--- config.mk ---
export PLATFORM = sky130hd
export DESIGN_NAME = rph_hub
export DESIGN_NICKNAME = d
export VERILOG_FILES = /design/src/pkg/rph_pkg.sv /design/src/design/rph_sync.sv /design/src/design/rph_hub.sv
export VERILOG_INCLUDE_DIRS = /design/src /design/src/pkg
export SDC_FILE = /design/constraint.sdc
export NUM_CORES = 1
export LEC_CHECK = 0
export BUFFER_PORTS_ARGS = -buffer_cell sky130_fd_sc_hd__buf_4
export CAP_MARGIN = 20
export CORE_MARGIN = 2
export CORE_UTILIZATION = 55
export CTS_CLUSTER_DIAMETER = 150
export CTS_CLUSTER_SIZE = 16
export DETAILED_ROUTE_END_ITERATION = 10
export HOLD_SLACK_MARGIN = 0.05
export PLACE_DENSITY = 0.8
export SKIP_CTS_REPAIR_TIMING = 1
export SYNTH_ARGS = -nofsm -noshare
export SYNTH_HDL_FRONTEND = slang
export SYNTH_SLANG_ARGS = --single-unit
--- constraint.sdc ---
create_clock -name clk -period 4.1 [get_ports clk]
set_clock_uncertainty 0.15 [all_clocks]
set_input_delay 0.615 -clock clk [delete_from_list [all_inputs] [get_ports clk]]
set_output_delay 0.615 -clock clk [all_outputs]
set_load 0.01 [all_outputs]
--- src/pkg/rph_regs.svh ---
// Purpose: Constants for the serial repeater hub core
// Assumes: clk at 20 MHz
// Notes:   Times in us or ms, cycle counts derived from them
`ifndef RPH_REGS_SVH
`define RPH_REGS_SVH

`define RPH_CLK_HZ         20000000
`define RPH_N485           4
`define RPH_NPORT          5
`define RPH_P232           4
// Slowest supported rate, bits per second
`define RPH_BAUD_MIN       300
// Forwarding delay limit, us, and cycles allowed (rounded down)
`define RPH_FWD_MAX_US     5
`define RPH_FWD_MAX_CYC    ((`RPH_FWD_MAX_US * `RPH_CLK_HZ) / 1000000)
// Send-to-receive turnaround, us typical and max
`define RPH_TURN_TYP_US    10
`define RPH_TURN_MAX_US    100
`define RPH_TURN_CYC       ((`RPH_TURN_TYP_US * `RPH_CLK_HZ) / 1000000)
// Line idle time ending a frame: 11 bit times at slowest rate
`define RPH_IDLE_CYC       ((11 * `RPH_CLK_HZ) / `RPH_BAUD_MIN)
// Indicator stretch, ms
`define RPH_LED_MS         20
`define RPH_LED_CYC        ((`RPH_LED_MS * `RPH_CLK_HZ) / 1000)
// Fault: echo mismatch count before a channel is cut off
`define RPH_FAULT_CNT      8'h10
// Cycles after driver turns on before fault checking starts
`define RPH_ECHO_SKIP      4'h4

`endif

--- src/pkg/rph_pkg.sv ---
// Purpose: Types for the serial repeater hub core
// Assumes: Constants come from rph_regs.svh
// Notes:   Port index 0..3 are RS485 channels, 4 is RS232
package rph_pkg;
  typedef enum logic [1:0] {
    RPH_IDLE,
    RPH_FWD,
    RPH_TURN
  } rph_state_t;
  typedef logic [2:0] rph_port_t;
endpackage

--- src/design/rph_sync.sv ---
// Purpose: Two-flop synchroniser with activity stretch for one port
// Assumes: Input is asynchronous to clk
// Notes:   Stage one feeds stage two only
`timescale 1ns/1ps
`include "rph_regs.svh"
module rph_sync #(
  parameter logic RST_VAL = 1'b1
) (
  input  wire logic clk,     // System clock
  input  wire logic rst,     // Sync reset, active high
  input  wire logic d_in,    // Raw pin level
  input  wire logic edge_en, // Count edges toward indicator
  output logic      q_out,   // Synchronised level
  output logic      led      // Receive indicator
);
  logic        s1_r;
  logic        s2_r;
  logic        s3_r;
  logic [21:0] led_cnt_r;

  always_ff @(posedge clk) begin
    if (rst) begin
      s1_r <= RST_VAL;
      s2_r <= RST_VAL;
      s3_r <= RST_VAL;
    end else begin
      s1_r <= d_in;
      s2_r <= s1_r;
      s3_r <= s2_r;
    end
  end

  // Stretch each received edge while edge_en is high so the indicator flashes visibly
  always_ff @(posedge clk) begin
    if (rst) begin
      led_cnt_r <= 22'h0;
    end else if (edge_en && (s2_r != s3_r)) begin
      led_cnt_r <= 22'(`RPH_LED_CYC);
    end else if (led_cnt_r != 22'h0) begin
      led_cnt_r <= led_cnt_r - 22'h1;
    end
  end

  assign q_out = s2_r;
  assign led   = (led_cnt_r != 22'h0);
endmodule

--- src/design/rph_hub.sv ---
// Purpose: Forwarding core of a five-port serial repeater hub
// Assumes: RS485 rx/tx are logic levels (1 = idle/mark, A>B); RS232 pins
//          are logic-level too, idle low as at the connector
// Notes:   Bit stream is copied sample by sample, so baud is transparent
`timescale 1ns/1ps
`include "rph_regs.svh"
module rph_hub (
  input  wire logic       clk,          // System clock, 20 MHz
  input  wire logic       rst,          // Sync reset, active high
  input  wire logic [3:0] rs485_rx,     // RS485 receiver outputs
  output logic      [3:0] rs485_tx,     // RS485 driver data
  output logic      [3:0] rs485_de,     // RS485 driver enables
  input  wire logic       rs232_rx,     // RS232 receive pin, idle low
  output logic            rs232_tx,     // RS232 transmit pin, idle low
  output logic            led_power,    // Power indicator
  output logic            led_rs232,    // RS232 receive indicator
  output logic      [3:0] led_rs485,    // RS485 receive indicators
  output logic      [3:0] chan_cut      // RS485 channel cut off
);
  logic [4:0]         raw_in;
  logic [4:0]         line;           // 1 = mark for every port
  logic [4:0]         led_v;
  logic [4:0]         edge_en;
  rph_pkg::rph_state_t state_r;
  rph_pkg::rph_port_t  src_r;
  logic [4:0]         start_v;
  logic               src_bit;
  logic [19:0]        idle_cnt_r;
  logic [7:0]         turn_cnt_r;
  logic               fwd_bit_r;
  logic               tx_d1_r;        // Driven bit, one cycle old
  logic               tx_d2_r;        // Driven bit, two cycles old
  logic [3:0]         de_r;
  logic               tx232_r;
  logic [3:0]         cut_r;
  logic [7:0]         fault_cnt_r [4];
  logic [3:0]         echo_age_r [4];
  logic               pwr_r;

  // inverted RS232 pin so all ports share mark = 1
  assign raw_in = {~rs232_rx, rs485_rx};

  genvar g;
  generate
    for (g = 0; g < 5; g++) begin : g_sync
      rph_sync #(
        .RST_VAL (1'b1)
      ) u_sync (
        .clk     (clk),
        .rst     (rst),
        .d_in    (raw_in[g]),
        .edge_en (edge_en[g]),
        .q_out   (line[g]),
        .led     (led_v[g])
      );
    end
  endgenerate

  // only the active source flashes its indicator
  always_comb begin
    edge_en = 5'h0;
    if (state_r == rph_pkg::RPH_FWD) begin
      edge_en[src_r] = 1'b1;
    end
  end

  // start bit on a listening, uncut port
  always_comb begin
    start_v = ~line;
    start_v[3:0] = start_v[3:0] & ~cut_r;
  end

  assign src_bit = line[src_r];

  // arbiter picks any one of five ports as the input
  // with two inputs the lowest index wins; data is corrupt anyway
  always_ff @(posedge clk) begin
    if (rst) begin
      state_r <= rph_pkg::RPH_IDLE;
      src_r   <= 3'h0;
    end else begin
      case (state_r)
        rph_pkg::RPH_IDLE: begin
          if (start_v != 5'h0) begin
            state_r <= rph_pkg::RPH_FWD;
            if (start_v[0]) begin
              src_r <= 3'h0;
            end else if (start_v[1]) begin
              src_r <= 3'h1;
            end else if (start_v[2]) begin
              src_r <= 3'h2;
            end else if (start_v[3]) begin
              src_r <= 3'h3;
            end else begin
              src_r <= 3'(`RPH_P232);
            end
          end
        end
        rph_pkg::RPH_FWD: begin
          // Source cut by fault ends the frame at once
          if (idle_cnt_r == 20'(`RPH_IDLE_CYC) ||
              (src_r != 3'(`RPH_P232) && cut_r[src_r[1:0]])) begin
            state_r <= rph_pkg::RPH_TURN;
          end
        end
        rph_pkg::RPH_TURN: begin
          if (turn_cnt_r == 8'(`RPH_TURN_CYC)) begin
            state_r <= rph_pkg::RPH_IDLE;
          end
        end
        default: state_r <= rph_pkg::RPH_IDLE;
      endcase
    end
  end

  // idle length at slowest rate marks frame end at any baud
  always_ff @(posedge clk) begin
    if (rst) begin
      idle_cnt_r <= 20'h0;
    end else if (state_r != rph_pkg::RPH_FWD || !src_bit) begin
      idle_cnt_r <= 20'h0;
    end else if (idle_cnt_r != 20'(`RPH_IDLE_CYC)) begin
      idle_cnt_r <= idle_cnt_r + 20'h1;
    end
  end

  always_ff @(posedge clk) begin
    if (rst) begin
      turn_cnt_r <= 8'h0;
    end else if (state_r == rph_pkg::RPH_TURN) begin
      turn_cnt_r <= turn_cnt_r + 8'h1;
    end else begin
      turn_cnt_r <= 8'h0;
    end
  end

  // copy source level each cycle; one register stage
  always_ff @(posedge clk) begin
    if (rst) begin
      fwd_bit_r <= 1'b1;
    end else if (state_r == rph_pkg::RPH_FWD) begin
      fwd_bit_r <= src_bit;
    end else begin
      fwd_bit_r <= 1'b1;
    end
  end

  // echo returns through two sync stages, so delay the reference
  always_ff @(posedge clk) begin
    if (rst) begin
      tx_d1_r <= 1'b1;
      tx_d2_r <= 1'b1;
    end else begin
      tx_d1_r <= fwd_bit_r;
      tx_d2_r <= tx_d1_r;
    end
  end

  // drivers drop after turnaround; off when idle
  always_ff @(posedge clk) begin
    if (rst) begin
      de_r <= 4'h0;
    end else begin
      for (int i = 0; i < 4; i++) begin
        if (state_r == rph_pkg::RPH_IDLE || cut_r[i]) begin
          de_r[i] <= 1'b0;
        end else if (state_r == rph_pkg::RPH_FWD) begin
          de_r[i] <= (src_r != 3'(i));
        end
      end
    end
  end

  // RS232 output is inverse of RS485 state, held low while RS232 is the source
  always_ff @(posedge clk) begin
    if (rst) begin
      tx232_r <= 1'b0;
    end else if (state_r == rph_pkg::RPH_FWD &&
                 src_r != 3'(`RPH_P232)) begin
      tx232_r <= ~src_bit;
    end else begin
      tx232_r <= 1'b0;
    end
  end

  // echo of own driven level disagrees -> short or reversal
  always_ff @(posedge clk) begin
    if (rst) begin
      cut_r <= 4'h0;
      for (int i = 0; i < 4; i++) begin
        fault_cnt_r[i] <= 8'h0;
        echo_age_r[i]  <= 4'h0;
      end
    end else begin
      for (int i = 0; i < 4; i++) begin
        if (!de_r[i]) begin
          echo_age_r[i] <= 4'h0;
        end else if (echo_age_r[i] != `RPH_ECHO_SKIP) begin
          echo_age_r[i] <= echo_age_r[i] + 4'h1;
        end
        if (de_r[i] && echo_age_r[i] == `RPH_ECHO_SKIP &&
            line[i] != tx_d2_r) begin
          if (fault_cnt_r[i] == `RPH_FAULT_CNT) begin
            cut_r[i] <= 1'b1;
          end else begin
            fault_cnt_r[i] <= fault_cnt_r[i] + 8'h1;
          end
        end
      end
    end
  end

  // power indicator lit once out of reset
  always_ff @(posedge clk) begin
    if (rst) begin
      pwr_r <= 1'b0;
    end else begin
      pwr_r <= 1'b1;
    end
  end

  assign rs485_tx  = {4{fwd_bit_r}};
  assign rs485_de  = de_r;
  assign rs232_tx  = tx232_r;
  assign led_power = pwr_r;
  assign led_rs232 = led_v[4];
  assign led_rs485 = led_v[3:0];
  assign chan_cut  = cut_r;
endmodule

==> key figures <==
Status
  – Outcome: completed

Synthesis
  – Distinct cells, synth: 62
  – Post-synthesis area per instance: between 9 and 10 um^2
  – Multiplexer share of the synthesized area: 0.7182%
  – Share of synthesized area occupied by flip-flops and latches: 45.78%
  – Post-synthesis simple-gate area fraction: 26.74%
  – Fraction of synthesized cell area in xor and xnor cells: 12.36%
  – Fraction of the mapped netlist area in compound gates: around 7%
  – Async set-reset flop share out of synthesis: 0%
  – Post-synth EDFFs: 48
  – Net Count, Synth: 1,193
  – Synth Area in Adders: 3.532%
  – Yosys warns: 0
  – Synthesis-stage register bit count: 219
  – Gate count of the mapped netlist: 1,156
  – Combined area of all synthesized cells: 10,630 um^2
  – Largest family of logic cells by synthesized area: simple AND/OR/NAND/NOR gates
  – Most used flip-flop cell after synthesis: sky130_fd_sc_hd__dfxtp_1

Critical path
  – Critical path endpoint category: output pin
  – Startpoint kind of the worst setup timing path: register
  – Cells on worst reg2reg path: 5
  – Worst reg2reg path endpoint: g_sync[1].u_sync.led_cnt_r[20]
  – Critical R2R Launch: g_sync[1].u_sync.led_cnt_r[9]
  – Worst setup path class: reg -> out
  – Arrival @ worst endpoint: 2.89 ns
  – Worst Path Required: around 3.3 ns
  – Slack of the worst reg-to-reg path: between 1 and 1.5 ns
  – Top fanout value on the critical path: 13

Clocking
  – Clock buffers created by TritonCTS: 17
  – Htree depth: 1
  – Source-to-sink clock delay at the later pin of the worst-skew pair: 0.47 ns
  – Clock Sinks: 219
  – CTS tree: built
  – Master cell of the clock root buffer: sky130_fd_sc_hd__clkbuf_16
  – Clock buffer depth: 3
  – Clock-pin transition on the worst setup and hold timing paths: 0.07 ns

Layout
  – Total area of multi-input combinational cells: 5369 um^2
  – Seq. cell area: 4865 um^2
  – Layout cell share with drive strength beyond 1: between 8 and 9%
  – Growth of design area from synthesis to finish: 7.206%
  – Final Net Count: between 1k and 1.5k
  – Final design area excluding fillers: 11,390 um^2
  – Post-route insts no fill: approximately 1.4k
  – Layout filler cell count: 1,615
  – Antenna cell count: 0

Floorplanning
  – Initial standard-cell utilization of the core: 56.43%
  – Number of placed I/O pins: 26
  – Area inside the core boundary: 18,830 um^2
  – Cell row count: 50
  – Die W: around 140 um
  – Die Height: 143 um
  – Die area: 20,450 um^2

Hold path
  – Worst hold-check path type: in -> reg
  – Number of cells traversed by the worst hold path: 2
  – Endpoint, Worst Hold: g_sync[4].u_sync.s1_r
  – Source of the worst hold timing path: rs232_rx

Global routing
  – Maximum number of pins on one net before global-route repair: 58
  – Congestion Overflow GR: 0
  – First-pass GRT wire length: approximately 33,000 um
  – Number of antenna violations at the first check in global routing: 0
  – Combined global-route utilization of all metal layers: 19.01%
  – Number of global-route vias before repair: 7,377

STA
  – Setup repair after global routing missed its margin: no
  – Remaining max-slew budget at the tightest pin: 45.60%
  – Worst slew pin tran: roughly 0.81 ns
  – Achievable frequency: roughly 0.27 GHz
  – Final Hold Viols: 0
  – Final clock period utilization by the worst path: a little under 90%
  – Worst Hold Margin: 0.1837 ns
  – Max-slew violations: 0
  – Accumulated negative setup slack: 0 ns
  – Post-route minimum period: 3.655 ns
  – Final setup violation count: 0

Detailed routing
  – DR DRC count: 0
  – Routed via count: 7,876
  – Vias per std cell: 5.535
  – DRT Pass-1 Iters: 4
  – Routed Wire Length: 19,350 um
  – Wire per inst: about 14 um
  – Count of nets left with antenna violations after detail routing: 0
  – Iteration-0 DRC Markers: 443

Placed design
  – Buffers added on ports: 25
  – Placed instance count: 1,400
  – Placement Cell Area: around 11,000 um^2
  – Final Wtd Congestion: 0.8578
  – Detailed Place HPWL: 13,360 um

Power and ir drop
  – Power density of the placed cells: 706.1 nW/um^2
  – Static leakage: about 4.2 nW
  – Max rail drop VDD: 0.4230 mV

Job
  – Number of max-capacitance violations reported: 0
-- synth_stat cells (3+ instances only) --
| cell | instances | area share (%) |
|---|---|---|
| sky130_fd_sc_hd__buf_6 | 3 | 0.32 |
| sky130_fd_sc_hd__o21ai_0 | 16 | 0.75 |
| sky130_fd_sc_hd__inv_1 | 43 | 1.5 |
| sky130_fd_sc_hd__xor2_1 | 112 | 9.2 |
| sky130_fd_sc_hd__nor2_1 | 196 | 6.9 |
| sky130_fd_sc_hd__nor4b_1 | 4 | 0.33 |
| sky130_fd_sc_hd__nand2b_1 | 13 | 0.77 |
| sky130_fd_sc_hd__nor3_1 | 35 | 1.6 |
| sky130_fd_sc_hd__nor2b_1 | 4 | 0.24 |
| sky130_fd_sc_hd__and3_1 | 18 | 1.1 |
| sky130_fd_sc_hd__nand4_1 | 24 | 1.4 |
| sky130_fd_sc_hd__or4_1 | 11 | 0.78 |
| sky130_fd_sc_hd__o31ai_1 | 6 | 0.42 |
| sky130_fd_sc_hd__clkbuf_1 | 31 | 1.1 |
| sky130_fd_sc_hd__or4_4 | 6 | 0.64 |
| sky130_fd_sc_hd__and4_1 | 7 | 0.58 |
| sky130_fd_sc_hd__o211ai_1 | 16 | 1.1 |
| sky130_fd_sc_hd__a31oi_1 | 5 | 0.29 |
| sky130_fd_sc_hd__edfxtp_1 | 48 | 14 |
| sky130_fd_sc_hd__o21ai_2 | 3 | 0.25 |
| sky130_fd_sc_hd__xnor2_1 | 38 | 3.1 |
| sky130_fd_sc_hd__nor3b_1 | 8 | 0.57 |
| sky130_fd_sc_hd__o21ai_1 | 3 | 0.14 |
| sky130_fd_sc_hd__buf_4 | 8 | 0.57 |
| sky130_fd_sc_hd__o21bai_1 | 3 | 0.21 |
| sky130_fd_sc_hd__ha_1 | 30 | 3.5 |
| sky130_fd_sc_hd__or2_2 | 21 | 1.2 |
| sky130_fd_sc_hd__nand3b_1 | 12 | 0.85 |
| sky130_fd_sc_hd__nand3_1 | 60 | 2.8 |
| sky130_fd_sc_hd__a211oi_1 | 4 | 0.28 |
| sky130_fd_sc_hd__dfxtp_1 | 171 | 32 |
| sky130_fd_sc_hd__nor4_2 | 5 | 0.59 |
| sky130_fd_sc_hd__or3b_2 | 5 | 0.41 |
| sky130_fd_sc_hd__or3_1 | 16 | 0.94 |
| sky130_fd_sc_hd__a21oi_1 | 50 | 2.4 |
| sky130_fd_sc_hd__nand4b_1 | 4 | 0.33 |
| sky130_fd_sc_hd__nand2_1 | 53 | 1.9 |
| sky130_fd_sc_hd__nor4_1 | 26 | 1.5 |
-- kinds of logic (layout without fill, tap and decap cells) --
logic type,after synthesis,in the layout
fa+ha+maj,30,30
mux,5,5
compound gates,121,121
simple gates,541,541
xor+xnor,150,150
buf+inv,90,97
flops,219,219
-- through the flow --
| step | power [mW] | worst slack [ns] | utilization (%) |
|---|---|---|---|
| final | 8.044 | 0.4446 | 60.50 |
| after detailed placement | 6.574 | 0.9831 | 58.11 |
| after global routing | 8.666 | 0.05678 | 60.50 |
| after floorplan | 5.997 | 1.437 | - |
| after CTS | 8.066 | 0.4650 | 60.50 |
| after global placement | 6.483 | 1.088 | 58.11 |
-- state kept, by name, indices dropped and copies added, names as in the netlist --
signal	flops
g_sync.u_sync.led_cnt_r	110
fault_cnt_r	32
idle_cnt_r	20
echo_age_r	16
turn_cnt_r	8
g_sync.u_sync.q_out	5
g_sync.u_sync.s1_r	5
g_sync.u_sync.s3_r	5
chan_cut	4
rs485_de	4
src_r	3
state_r	2
fwd_bit_r	1
led_power	1
rs232_tx	1
tx_d1_r	1
tx_d2_r	1
-- worst max-delay path by stage --
stage	start	cells after the start	end	slack (ns)
2_1_floorplan	g_sync[0].u_sync.led_cnt_r[0]	8	led_rs485[0]	1.44
3_3_place_gp	g_sync[2].u_sync.led_cnt_r[13]	5	led_rs485[2]	1.09
3_5_place_dp	g_sync[2].u_sync.led_cnt_r[13]	5	led_rs485[2]	0.98
4_1_cts	g_sync[2].u_sync.led_cnt_r[13]	5	led_rs485[2]	0.47
5_1_grt	g_sync[2].u_sync.led_cnt_r[13]	5	led_rs485[2]	0.06
6_report	g_sync[2].u_sync.led_cnt_r[13]	5	led_rs485[2]	0.44
-- cell type report --
cell class              instances  share of cell area, %
clock buffers                  22                  3.899
clock inverters                 1                0.05491
inverters                      46                  1.516
multi-input cells             847                  47.13
flip-flops and latches        219                  42.70
well taps                     260                  2.856
repair buffers                 28                  1.845
-- critical path: stages, from the launching register on --
cell                      delay [ns]
sky130_fd_sc_hd__dfxtp_1        0.36
sky130_fd_sc_hd__nor4_1         0.62
sky130_fd_sc_hd__nand4_1        0.57
sky130_fd_sc_hd__nor2_1         0.53
sky130_fd_sc_hd__inv_1          0.17
sky130_fd_sc_hd__buf_4          0.18
-- report_power, final --
part | internal (mW) | switching, mW
Combinational | 1.44 | 2.01
Sequential | 2.66 | 0.462
Clock | 0.758 | 0.709
Total | 4.86 | 3.18
-- cell usage in the layout (no fill, tap or decap), drive strengths merged, types with 5 or more instances in the layout --
cell type	count
or4	17
ha	30
nor3	35
or3	16
nor4	31
a211oi	6
dfxtp	171
o31ai	6
nand4	24
buf	28
o211ai	17
a21oi	50
or2	22
nand2	53
or3b	5
nand3	60
nand2b	13
xnor2	38
o21ai	22
clkbuf	22
nand3b	12
inv	46
a31oi	5
nor3b	8
edfxtp	48
and4	7
nor2	198
xor2	112
and3	18
-- layer usage --
layer,GRT usage (%),wire (um)
met1,25.63,9297
met5,0,0
met2,32.38,9042
met3,2.716,686
met4,4.482,328
No activity file was read; power rests on OpenSTA's default activity.
